[config.mk]
export PLATFORM = sky130hd
export DESIGN_NAME = phy_ext_page1_regs
export DESIGN_NICKNAME = d
export VERILOG_FILES = /design/src/hw/phy_ext_page1_pkg.sv /design/src/hw/downshift_monitor.sv /design/src/hw/phy_ext_page1_regs.sv
export SDC_FILE = /design/constraint.sdc
export NUM_CORES = 1
export LEC_CHECK = 0
export ABC_AREA = 1
export ABC_CLOCK_PERIOD_IN_PS = 4200
export BUFFER_PORTS_ARGS = -buffer_cell sky130_fd_sc_hd__buf_2
export CAP_MARGIN = 30
export CORE_MARGIN = 2
export CORE_UTILIZATION = 25
export CTS_BUF_LIST = sky130_fd_sc_hd__clkbuf_8 sky130_fd_sc_hd__clkbuf_16
export CTS_CLUSTER_SIZE = 20
export DETAILED_ROUTE_END_ITERATION = 16
export PLACE_DENSITY = 0.35
export SLEW_MARGIN = 20
export SYNTH_ARGS = -nofsm -noshare
export SYNTH_HDL_FRONTEND = slang
export SYNTH_SLANG_ARGS = --single-unit
[constraint.sdc]
create_clock -name ref_clk -period 4.2 [get_ports ref_clk]
set_input_delay 1.26 -clock ref_clk [delete_from_list [all_inputs] [get_ports ref_clk]]
set_output_delay 1.26 -clock ref_clk [all_outputs]
set_load 0.02 [all_outputs]
[src/hw/phy_ext_page1_pkg.sv]
/*
   constants for the first extended register page: indices, field positions,
   reset values, write masks and interrupt bit layout.
   assumes registers sit on a 32-bit apb word at byte address four times the index.
*/
package phy_ext_page1_pkg;

   // register indices, byte address is four times the index
   localparam logic [5:0]  IDX_GOOD_CRC    = 6'h12;
   localparam logic [5:0]  IDX_EXT_MODE    = 6'h13;
   localparam logic [5:0]  IDX_POWER_SAVE  = 6'h14;
   localparam logic [5:0]  IDX_PAGE        = 6'h1f;
   localparam logic [5:0]  IDX_WIN_LO      = 6'h10;
   localparam logic [5:0]  IDX_WIN_HI      = 6'h1e;
   localparam logic [5:0]  IDX_IRQ_STATUS  = 6'h20;
   localparam logic [5:0]  IDX_IRQ_MASK    = 6'h21;

   // page select values
   localparam logic [15:0] PAGE_MAIN       = 16'h0000;
   localparam logic [15:0] PAGE_EXT1       = 16'h0001;
   localparam logic [15:0] PAGE_RST        = 16'h0000;

   // good crc counter fields
   localparam int          CRC_FLAG_BIT    = 15;
   localparam logic [13:0] CRC_CNT_LAST    = 14'h270f;
   localparam logic [13:0] CRC_CNT_RST     = 14'h0000;

   // extended mode control fields
   localparam int          EXT_BLINK_BIT   = 11;
   localparam int          EXT_MDI_LSB     = 2;
   localparam logic [15:0] EXT_MODE_RST    = 16'h0000;
   localparam logic [15:0] EXT_MODE_WMASK  = 16'h080c;

   // power save and link control fields
   localparam int          PS_CEXT_BIT     = 15;
   localparam int          PS_SLEEP_LSB    = 13;
   localparam int          PS_WAKE_LSB     = 11;
   localparam int          PS_ADDR_REV_BIT = 9;
   localparam int          PS_MEDIA_LSB    = 6;
   localparam int          PS_NOPRE_BIT    = 5;
   localparam int          PS_DS_EN_BIT    = 4;
   localparam int          PS_DS_THR_LSB   = 2;
   localparam int          PS_DS_STAT_BIT  = 1;
   localparam logic [15:0] PS_RST          = 16'ha004;
   localparam logic [15:0] PS_WMASK        = 16'hfa3c;

   // downshift threshold for code zero
   localparam logic [2:0]  DS_THR_BASE     = 3'h2;

   // interrupt status and mask layout
   localparam int          IRQ_W           = 4;
   localparam int          IRQ_GOOD_PKT    = 0;
   localparam int          IRQ_CNT_WRAP    = 1;
   localparam int          IRQ_DOWNSHIFT   = 2;
   localparam int          IRQ_HOLD_REL    = 3;
   localparam logic [3:0]  IRQ_RST         = 4'h0;

endpackage : phy_ext_page1_pkg

[src/hw/downshift_monitor.sv]
/*
   counts failed gigabit autonegotiation attempts and flags a needed downshift.
   assumes fail and link pulses come from logic on ref_clk.
*/
`timescale 1ns/1ps
`default_nettype none

module downshift_monitor (
   // clock and reset
   input  wire logic       ref_clk,
   input  wire logic       srst,
   // settings
   input  wire logic       ds_enable,
   input  wire logic [1:0] ds_thresh,
   // link events
   input  wire logic       aneg_fail_1000,
   input  wire logic       link_up,
   // result
   output var  logic       ds_required
);

   typedef struct packed {
      logic [2:0] fails;
      logic       required;
   } ds_state_t;

   ds_state_t  q;
   ds_state_t  n;
   logic [2:0] thr;

   always_comb begin
      n   = q;
      thr = phy_ext_page1_pkg::DS_THR_BASE + {1'b0, ds_thresh};
      if (!ds_enable) begin
         n.fails    = 3'h0;
         n.required = 1'b0;
      end else if (!q.required) begin
         if (link_up) begin
            n.fails = 3'h0;
         end else if (aneg_fail_1000) begin
            n.fails = q.fails + 3'h1;
            if (q.fails + 3'h1 >= thr) begin
               n.required = 1'b1;
            end
         end
      end
   end

   always_ff @(posedge ref_clk) begin
      if (srst) begin
         q <= '0;
      end else begin
         q <= n;
      end
   end

   assign ds_required = q.required;

endmodule : downshift_monitor

`default_nettype wire

[src/hw/phy_ext_page1_regs.sv]
/*
   first extended register page with page select and main-space stand-in,
   reached over apb, plus interrupt status and mask.
   assumes good packet, fail and link inputs come from ref_clk logic;
   the low-power hold pin is asynchronous and is synchronised here.
*/
`timescale 1ns/1ps
`default_nettype none

// Overview of operation
// - writing 0x0001 to register 31 maps extended page one into registers 16-30
// - writing 0x0000 to register 31 returns registers 16-30 to main space
// - with page one selected, registers 16-30 reach page-one registers only
// - registers 0-15 behave the same whatever page is selected
// - counter bit 15 flags a packet since last read, cleared by read
// - bits 13:0 count good copper packets modulo 10000, cleared by read
// - the good count wraps from 9999 to zero, never saturating
// - mode bit 11 set blinks leds after low-power hold release
// - crossover field: 00 auto, 10 force mdi, 11 force mdi-x, 01 reserved
// - power-save bit 15, reset one, disables carrier extension
// - sleep timer bits 14:13 pick 1 to 4 seconds, reset 01
// - wake timer bits 12:11 pick 160/400/800 ms or 2 s, reset 00
// - read-only bits 7:6 show media: none, copper, serdes, reserved
// - bit 5 lets 10base-t raise rx_dv without preamble
// - bit 4 enables link speed downshift after failed gigabit negotiation
// - threshold bits 3:2 select 2 to 5 failed attempts, reset 01
// - read-only bit 1 shows downshift required or done
module phy_ext_page1_regs (
   // clock and reset
   input  wire logic        ref_clk,
   input  wire logic        srst,
   // apb slave
   input  wire logic        psel,
   input  wire logic        penable,
   input  wire logic        pwrite,
   input  wire logic [7:0]  paddr,
   input  wire logic [31:0] pwdata,
   output var  logic [31:0] prdata,
   output var  logic        pready,
   output var  logic        pslverr,
   // phy status inputs
   input  wire logic        good_crc_pkt,
   input  wire logic [1:0]  media_status,
   input  wire logic        aneg_fail_1000,
   input  wire logic        link_up,
   input  wire logic        low_power_hold_input,
   // control outputs
   output var  logic        led_blink_start,
   output var  logic [1:0]  mdi_mode,
   output var  logic        carrier_ext_disable,
   output var  logic [1:0]  sleep_timer_sel,
   output var  logic [1:0]  wake_timer_sel,
   output var  logic        addr_reversal,
   output var  logic        no_preamble_en,
   output var  logic        downshift_en,
   output var  logic [1:0]  downshift_thresh,
   output var  logic        downshift_status,
   output var  logic        ext_page1_active,
   // interrupt
   output var  logic        irq
);

   typedef struct packed {
      logic [15:0]                           page;
      logic                                  page1_act;
      logic [30:0][15:0]                     main_regs;
      logic                                  crc_flag;
      logic [13:0]                           crc_cnt;
      logic [15:0]                           ext_mode;
      logic [15:0]                           ps_ctrl;
      logic [1:0]                            media;
      logic                                  ds_stat;
      logic                                  hold_meta;
      logic                                  hold_sync;
      logic                                  hold_prev;
      logic [phy_ext_page1_pkg::IRQ_W-1:0]   irq_status;
      logic [phy_ext_page1_pkg::IRQ_W-1:0]   irq_mask;
      logic                                  irq;
      logic                                  blink;
      logic                                  pready;
      logic                                  pslverr;
      logic [31:0]                           prdata;
   } state_t;

   state_t      q;
   state_t      n;
   logic        ds_required;
   logic [5:0]  idx;
   logic        page1;
   logic        setup;
   logic        access;
   logic        hit_err;
   logic [15:0] rdata;
   logic [15:0] wdata;
   logic        rd_crc;
   logic        hold_rel;
   logic [phy_ext_page1_pkg::IRQ_W-1:0] events;

   downshift_monitor u_downshift (
      .ref_clk        (ref_clk),
      .srst           (srst),
      .ds_enable      (q.ps_ctrl[phy_ext_page1_pkg::PS_DS_EN_BIT]),
      .ds_thresh      (q.ps_ctrl[phy_ext_page1_pkg::PS_DS_THR_LSB +: 2]),
      .aneg_fail_1000 (aneg_fail_1000),
      .link_up        (link_up),
      .ds_required    (ds_required)
   );

   always_comb begin
      n      = q;
      idx    = paddr[7:2];
      wdata  = pwdata[15:0];
      page1  = (q.page == phy_ext_page1_pkg::PAGE_EXT1);
      setup  = psel && !penable;
      access = psel && penable && q.pready;
      events = '0;

      // read decode, done in the setup cycle
      hit_err = 1'b0;
      rdata   = 16'h0000;
      if (paddr[1:0] != 2'h0) begin
         hit_err = 1'b1;
      end else if (idx == phy_ext_page1_pkg::IDX_PAGE) begin
         rdata = q.page;
      end else if (idx == phy_ext_page1_pkg::IDX_IRQ_STATUS) begin
         rdata = {12'h000, q.irq_status};
      end else if (idx == phy_ext_page1_pkg::IDX_IRQ_MASK) begin
         rdata = {12'h000, q.irq_mask};
      end else if (idx > phy_ext_page1_pkg::IDX_WIN_HI) begin
         hit_err = 1'b1;
      end else if (page1 && idx >= phy_ext_page1_pkg::IDX_WIN_LO) begin
         if (idx == phy_ext_page1_pkg::IDX_GOOD_CRC) begin
            rdata = {q.crc_flag, 1'b0, q.crc_cnt};
         end else if (idx == phy_ext_page1_pkg::IDX_EXT_MODE) begin
            rdata = q.ext_mode & phy_ext_page1_pkg::EXT_MODE_WMASK;
         end else if (idx == phy_ext_page1_pkg::IDX_POWER_SAVE) begin
            rdata = q.ps_ctrl & phy_ext_page1_pkg::PS_WMASK;
            rdata[phy_ext_page1_pkg::PS_MEDIA_LSB +: 2] = q.media;
            rdata[phy_ext_page1_pkg::PS_DS_STAT_BIT]    = q.ds_stat;
         end else begin
            rdata = 16'h0000;
         end
      end else begin
         rdata = q.main_regs[idx[4:0]];
      end

      // bus answer: ready in the first access cycle
      n.pready  = setup;
      n.pslverr = setup && hit_err;
      if (setup) begin
         n.prdata  = pwrite ? 32'h0000_0000 : {16'h0000, rdata};
      end

      // good crc counter, read-clear taken with the setup snapshot
      rd_crc = setup && !pwrite && !hit_err && page1
               && (idx == phy_ext_page1_pkg::IDX_GOOD_CRC);
      if (rd_crc) begin
         n.crc_flag = 1'b0;
         n.crc_cnt  = phy_ext_page1_pkg::CRC_CNT_RST;
      end
      if (good_crc_pkt) begin
         n.crc_flag = 1'b1;
         events[phy_ext_page1_pkg::IRQ_GOOD_PKT] = 1'b1;
         if (rd_crc) begin
            n.crc_cnt = 14'h0001;
         end else if (q.crc_cnt == phy_ext_page1_pkg::CRC_CNT_LAST) begin
            n.crc_cnt = phy_ext_page1_pkg::CRC_CNT_RST;
            events[phy_ext_page1_pkg::IRQ_CNT_WRAP] = 1'b1;
         end else begin
            n.crc_cnt = q.crc_cnt + 14'h0001;
         end
      end

      // status captured from the phy core
      n.media   = media_status;
      n.ds_stat = ds_required;
      if (ds_required && !q.ds_stat) begin
         events[phy_ext_page1_pkg::IRQ_DOWNSHIFT] = 1'b1;
      end

      // low-power hold pin: two-flop synchroniser then release edge
      n.hold_meta = low_power_hold_input;
      n.hold_sync = q.hold_meta;
      n.hold_prev = q.hold_sync;
      hold_rel    = q.hold_prev && !q.hold_sync;
      n.blink     = hold_rel && q.ext_mode[phy_ext_page1_pkg::EXT_BLINK_BIT];
      if (hold_rel) begin
         events[phy_ext_page1_pkg::IRQ_HOLD_REL] = 1'b1;
      end

      // writes take effect at the completing edge
      if (access && pwrite && !q.pslverr) begin
         if (idx == phy_ext_page1_pkg::IDX_PAGE) begin
            n.page = wdata;
         end else if (idx == phy_ext_page1_pkg::IDX_IRQ_STATUS) begin
            n.irq_status = q.irq_status & ~wdata[phy_ext_page1_pkg::IRQ_W-1:0];
         end else if (idx == phy_ext_page1_pkg::IDX_IRQ_MASK) begin
            n.irq_mask = wdata[phy_ext_page1_pkg::IRQ_W-1:0];
         end else if (page1 && idx >= phy_ext_page1_pkg::IDX_WIN_LO) begin
            if (idx == phy_ext_page1_pkg::IDX_EXT_MODE) begin
               n.ext_mode = wdata & phy_ext_page1_pkg::EXT_MODE_WMASK;
            end else if (idx == phy_ext_page1_pkg::IDX_POWER_SAVE) begin
               n.ps_ctrl = wdata & phy_ext_page1_pkg::PS_WMASK;
            end
         end else begin
            n.main_regs[idx[4:0]] = wdata;
         end
      end

      // page flag kept in a flop so the output needs no decode
      n.page1_act = (n.page == phy_ext_page1_pkg::PAGE_EXT1);

      // sticky status, a new event wins over a clear
      n.irq_status = n.irq_status | events;
      n.irq        = |(n.irq_status & n.irq_mask);
   end

   always_ff @(posedge ref_clk) begin
      if (srst) begin
         q            <= '0;
         q.page       <= phy_ext_page1_pkg::PAGE_RST;
         q.ext_mode   <= phy_ext_page1_pkg::EXT_MODE_RST;
         q.ps_ctrl    <= phy_ext_page1_pkg::PS_RST;
         q.irq_status <= phy_ext_page1_pkg::IRQ_RST;
         q.irq_mask   <= phy_ext_page1_pkg::IRQ_RST;
      end else begin
         q <= n;
      end
   end

   // outputs straight from state
   assign prdata              = q.prdata;
   assign pready              = q.pready;
   assign pslverr             = q.pslverr;
   assign led_blink_start     = q.blink;
   assign mdi_mode            = q.ext_mode[phy_ext_page1_pkg::EXT_MDI_LSB +: 2];
   assign carrier_ext_disable = q.ps_ctrl[phy_ext_page1_pkg::PS_CEXT_BIT];
   assign sleep_timer_sel     = q.ps_ctrl[phy_ext_page1_pkg::PS_SLEEP_LSB +: 2];
   assign wake_timer_sel      = q.ps_ctrl[phy_ext_page1_pkg::PS_WAKE_LSB +: 2];
   assign addr_reversal       = q.ps_ctrl[phy_ext_page1_pkg::PS_ADDR_REV_BIT];
   assign no_preamble_en      = q.ps_ctrl[phy_ext_page1_pkg::PS_NOPRE_BIT];
   assign downshift_en        = q.ps_ctrl[phy_ext_page1_pkg::PS_DS_EN_BIT];
   assign downshift_thresh    = q.ps_ctrl[phy_ext_page1_pkg::PS_DS_THR_LSB +: 2];
   assign downshift_status    = q.ds_stat;
   assign ext_page1_active    = q.page1_act;
   assign irq                 = q.irq;

endmodule : phy_ext_page1_regs

`default_nettype wire

# After elaboration in Yosys (flattened, before gate mapping)
# Index checks and enable logic that the tools add are counted.
[classes] reduce_logical=30 n_eq_ne=9 magnitude_cmp=5 bitwise=11 add_sub_neg=3 n_mux=41
[ops] cell="$bwmux W496" count=1
[ops] cell="$mux W16" count=14
[ops] cell="$bmux W16 S5" count=1
[ops] cell="$demux W16 S5" count=1
[ops] cell="$eq A16 B1 Y1 const B" count=2
[ops] cell="$mux W15" count=2
[ops] cell="$mux W14" count=2
[ops] cell="$eq A6 B5 Y1 const B" count=4
[ops] cell="$mux W4" count=4
[ops] cell="$mux W8" count=2
[ops] cell="$logic_and A1 B1 Y1" count=15
[ops] cell="$add A14 B1 Y14 const B" count=1
[ops] cell="$eq A14 B14 Y1 const B" count=1
[ops] cell="$eq A6 B6 Y1 const B" count=2
[ops] cell="$mux W1" count=12
[ops] cell="$and A4 B4 Y4" count=2
[ops] cell="$not A1 Y1" count=7
[ops] cell="$reduce_and A7 Y1" count=1
[ops] cell="$ge A6 B5 Y1 const B" count=1
[ops] cell="$gt A6 B5 Y1 const B" count=1
[ops] cell="$logic_not A1 Y1" count=6
[ops] cell="$lt A5 B6 Y1 const B" count=1
[ops] cell="$reduce_and A6 Y1" count=1
[ops] cell="$reduce_bool A2 Y1" count=3
[ops] cell="other kinds (12)" count=12
[word_totals] output_inout_bits=50 wordCells=150 regBits=595 input_bits=51

# Logic depth before layout (Yosys ltp)
[logic_depth] depth_word=15 depth_mapped=19

# Modules after synthesis
# A second synthesis with hierarchy kept.
[unflattened] cells_unflattened=3576 area_unflattened_um2=25366.8
[modules_own_cells] mod="phy_ext_page1_regs" cells_per_inst=3539 area_each_um2=25105.3 seq_area_each_um2=11511.0 instances=1
[modules_own_cells] mod="downshift_monitor" cells_per_inst=37 area_each_um2=261.5 seq_area_each_um2=80.1 instances=1

# Worst setup path before layout
# No wires, ideal clock.
[synth_timing] kind="input port to flip-flop" from="in paddr[4]" to="reg q[525] in the netlist's numbering" arrival_time_ps=2820 t_required_ps=4067 path_stages=15 path_slack_ps=1248 path_cell_list="buf_4 nor2_4 inv_4 nor2_4 nand3_2 nand2_2 nor3_4 nand2_4 nor2_2 buf_4 nand2_2 inv_2 buf_2 o21ai_1 a21oi_1"
[synth_via] elab_chain_cells=5 elab_cells_between_ends=16 cone_classes="order compare: 3; eq/ne: 3; mux: 3; bitwise: 4; reduce/logical: 3"
[synth_rtl] item="from (decl)" line_no="phy_ext_page1_regs.sv:36" text="input wire logic [7:0] paddr,"
[synth_rtl] item="$lt A5 B6 Y1 (implied by the code) or $ge A5 B1 Y1 (tied branches)" line_no="phy_ext_page1_regs.sv:206" text="n.main_regs[idx[4:0]] = wdata;"
[synth_rtl] item="$logic_and A1 B1 Y1 (implied by the code)" line_no="phy_ext_page1_regs.sv:206"
[synth_rtl] item="$mux W16 (implied by the code)" line_no="phy_ext_page1_regs.sv:206"
[synth_rtl] item="$demux W16 S5" line_no="phy_ext_page1_regs.sv:206"
[synth_rtl] item="$bwmux W496" line_no="phy_ext_page1_regs.sv:206"
[synth_rtl] item="to (signal assigned)" line_no="phy_ext_page1_regs.sv:227" text="q <= n;"
[synth_rtl] item="to (decl)" line_no="phy_ext_page1_regs.sv:85" text="state_t q;"
# Several ways; a longest one is shown, not always the timed one.
# A chain may end at the register's enable or synchronous reset.

# Final worst setup path
[layout_timing] from="in paddr[3]" to="reg q[214] in the netlist's numbering"
# The elaborated chain is that of the path after synthesis.

==> run_results.csv <==
group,metric,value,unit
setup_path,startpoint_type,"primary input",
cts,post_cts_resize_count,0,
sta,setup_viol,0,
die,core_area,0.103,sq mm
sta,finalHoldViolations,0,
yosys,synth_area_leaders,"dfxtp_1 (45%), a21oi_1 (11%), nand2_1 (9.6%), o21ai_0 (9.6%), nor2_1 (7.1%)",
sta,tightest_slew,0.963,ns
sta,fin_crit,3.20,ns
grt,grt_max_degree,112,
yosys,synthArstFlopShare,0,%
job,max_cap_violations,0,
cts,h-tree-depth,3,
setup_path,cpPeakStageDelay,0.51,ns
sta,relSlewSlack,35.8,%
sta,max_freq,312,MHz
setup_path,cp_max_fo,11,
hold_path,min_path_cells,2,
cts,cts_tree,"yes",
die,die_h,326,microns
sta,clock_skew,0.0321,ns
setup_path,worst-path-buf-inv,3,
placement,place_ws,0.303,ns
die,initial_core_util,25.1,%
sta,slew_violations,0,
cts,cts_made_buffers,71,
setup_path,cpMostUsedCell,"buf_4",
yosys,syn_avg_cell_area,6.86,sq um
sta,fin_ws,0.997,ns
die,rows,118,
routing,finalWirelength,111000,microns
pwr,peakVddDrop,0.000248,V
hold_path,worst_hold_path.endpoint,"n[44]",
routing,dr.pass1.iters,5,
routing,vias_per_cell,4.63,
grt,grt_pass1_vias,22622,
yosys,ys_seq_elements,579,
cells_and_area,multi_input_area,0.0116,sq mm
routing,drc,0,
yosys,ys_top_cells_by_count,"nand2_1 (664), dfxtp_1 (579), a21oi_1 (549)",
cells_and_area,seqCellArea,0.0116,sq mm
yosys,syn_inst,3785,
setup_path,worstReg2RegStart,"pready",
die,die_w,326,microns
cts,root_buffer,"clkbuf_16",
cts,postCtsSetupRepairBufs,0,
cts,clk_latency,0.63,ns
hold_path,hold_path.class,"register to register",
setup_path,worstPathCellList,"buf_2 > nor2_4 > nand3_2 > nand2_2 > nor3_4 > nand2_4 > nor2_2 > buf_4 > nand2_1 > buf_4 > o21ai_0 > a21oi_1",
setup_path,r2r-end,"q[214]",
sta,fin_crit_sh,76.3,%
grt,grt_overflow,0,
routing,ant_nets,0,
hold_path,min_from,"n[45]",
routing,wl_per_cell,21.4,microns
routing,num_vias,24117,
grt,grt_pass1_wl,162000,microns
setup_path,r2r_slack,1.54,ns
placement,routabilityCongestion,0.833,
sta,rsz0062_at_grt,"no",
yosys,dominantRegCellSynth,"dfxtp_1",
setup_path,cp.required,4.70,ns
routing,drtIter0Drc,1952,
cts,clock_sink_count,579,
yosys,syn_area,0.0260,sq mm
yosys,yosysSeqAreaShare,44.7,%
yosys,yosysTopAreaCellShare,44.7,%
yosys,yosys_warnings,0,
setup_path,crit_family,"simple AND/OR/NAND/NOR gates",
setup_path,cp-end-kind,"register",
placement,dp_hpwl,74000,microns
die,io-pin-count,101,
grt,grtUsageTotal,20.6,%
cells_and_area,syn2layout_area_growth,16.9,%
run_status,outcome,"finished clean",
yosys,synth.most_common_cell,"nand2_1",
cells_and_area,drive_gt1_share,10.3,%
cts,cts_hold_buf,0,
placement,port_buffers,68,
setup_path,criticalPathCategory,"primary input to register",
grt,antenna_found_initial,10,
setup_path,slowest_stage,"nor2_2",
cells_and_area,fillCellCount,11448,
die,die-area,0.106,sq mm
sta,final.setup.tns,0,ns
setup_path,ff2ff_path_depth,11,
yosys,synth_cell_types,41,
yosys,synth_largest_area_cell,"dfxtp_1",
cts,clkSlewWorstSetupHoldPaths,0.06,ns
pwr,total_leakage_power,12.2,nW
cells_and_area,nets,3830,
pwr,p_per_area,417,mW/mm^2
yosys,synth_edf_count,0,
cts,clockBufferDepth,3,
setup_path,cp_data_arrival_time,3.70,ns
## layer usage
layer / track usage (%) / part of all wire [%]
met5: 0 / 0.012
met4: 5.06 / 2.1
met3: 2.83 / 4.5
met2: 31.3 / 43
met1: 30.4 / 50
## cell usage in the layout (no fill, tap or decap), types with 16 or more instances in the layout
cell type,Yosys,final
nand2_1,664,662
dfxtp_1,579,579
a21oi_1,549,549
o21ai_0,496,496
nor2_1,492,491
inv_1,328,348
nand3_1,142,142
buf_4,53,133
clkbuf_16,0,74
buf_2,66,66
o21ai_1,38,38
nand4_1,25,25
o22ai_1,25,25
buf_12,0,25
inv_2,20,21
nand2_2,17,18
conb_1,1,16
## stage by stage
step                      cells  hold slack, ns  total power, mW  util [%]  cell area, sq um
final                      5206           0.404             12.6      29.4             30300
after detailed placement   5081           0.406             6.72      27.2             28100
after floorplan            3800           0.388             6.19         -             26000
after global routing       5204           0.440             13.1      29.4             30300
after CTS                  5204           0.413             12.9      29.4             30300
after global placement     5080           0.406             6.72      27.2             28100
## kinds of logic (layout without fill, tap and decap cells)
group / count (synthesis) / count (layout) / share of synthesized area [%]
and+or+nand+nor: 1383 / 1383 / 21.7
AOI/OAI and AO/OA: 1136 / 1136 / 22.3
buffers and inverters: 678 / 702 / 11.0
DFF: 579 / 579 / 44.7
adders and majority gates: 5 / 5 / 0.241
xor gates and xnor gates: 3 / 3 / 0.101
other: 1 / 18 / 0.0144
## where the power goes
group / leakage [nW] / switching, mW / internal (mW)
Sequential: 4.66 / 0.00560 / 5.50
Combinational: 6.32 / 0.828 / 0.255
Clock: 1.20 / 2.55 / 3.50
Total: 12.2 / 3.39 / 9.26
## cell type report
cell class | instances | area share [%]
Antenna cell | 2 | 0.0165
Clock inverter | 34 | 0.631
Tap cell | 1380 | 5.69
Timing Repair Buffer | 224 | 6.03
Multi-Input combinational cell | 2543 | 38.2
Sequential cell | 579 | 38.2
Inverter | 355 | 4.43
Clock buffer | 89 | 6.78
## worst min-delay path, stage by stage, from the launching register on
cell	delay, ns
dfxtp_1	0.29
inv_1	0.04
nor2_1	0.03
## worst max path at each step
stage              from  endpoint  slack [ns]  cells past startpoint
5_1_grt        paddr[3]    q[480]        0.80                     12
2_1_floorplan  paddr[4]    q[525]        1.25                     15
3_5_place_dp   paddr[3]    q[468]        0.30                     12
3_3_place_gp   paddr[3]    q[469]        0.36                     12
4_1_cts        paddr[3]    q[468]        0.96                     12
6_report       paddr[3]    q[214]         1.0                     12
## flip-flops by register name, indices dropped and copies added (netlist names), 2 cells and up
signal,flops
mdi_mode,2
q,539
prdata,16
wake_timer_sel,2
n,2
u_downshift.q,3
sleep_timer_sel,2
downshift_thresh,2
(Power assumes the default switching activity.)
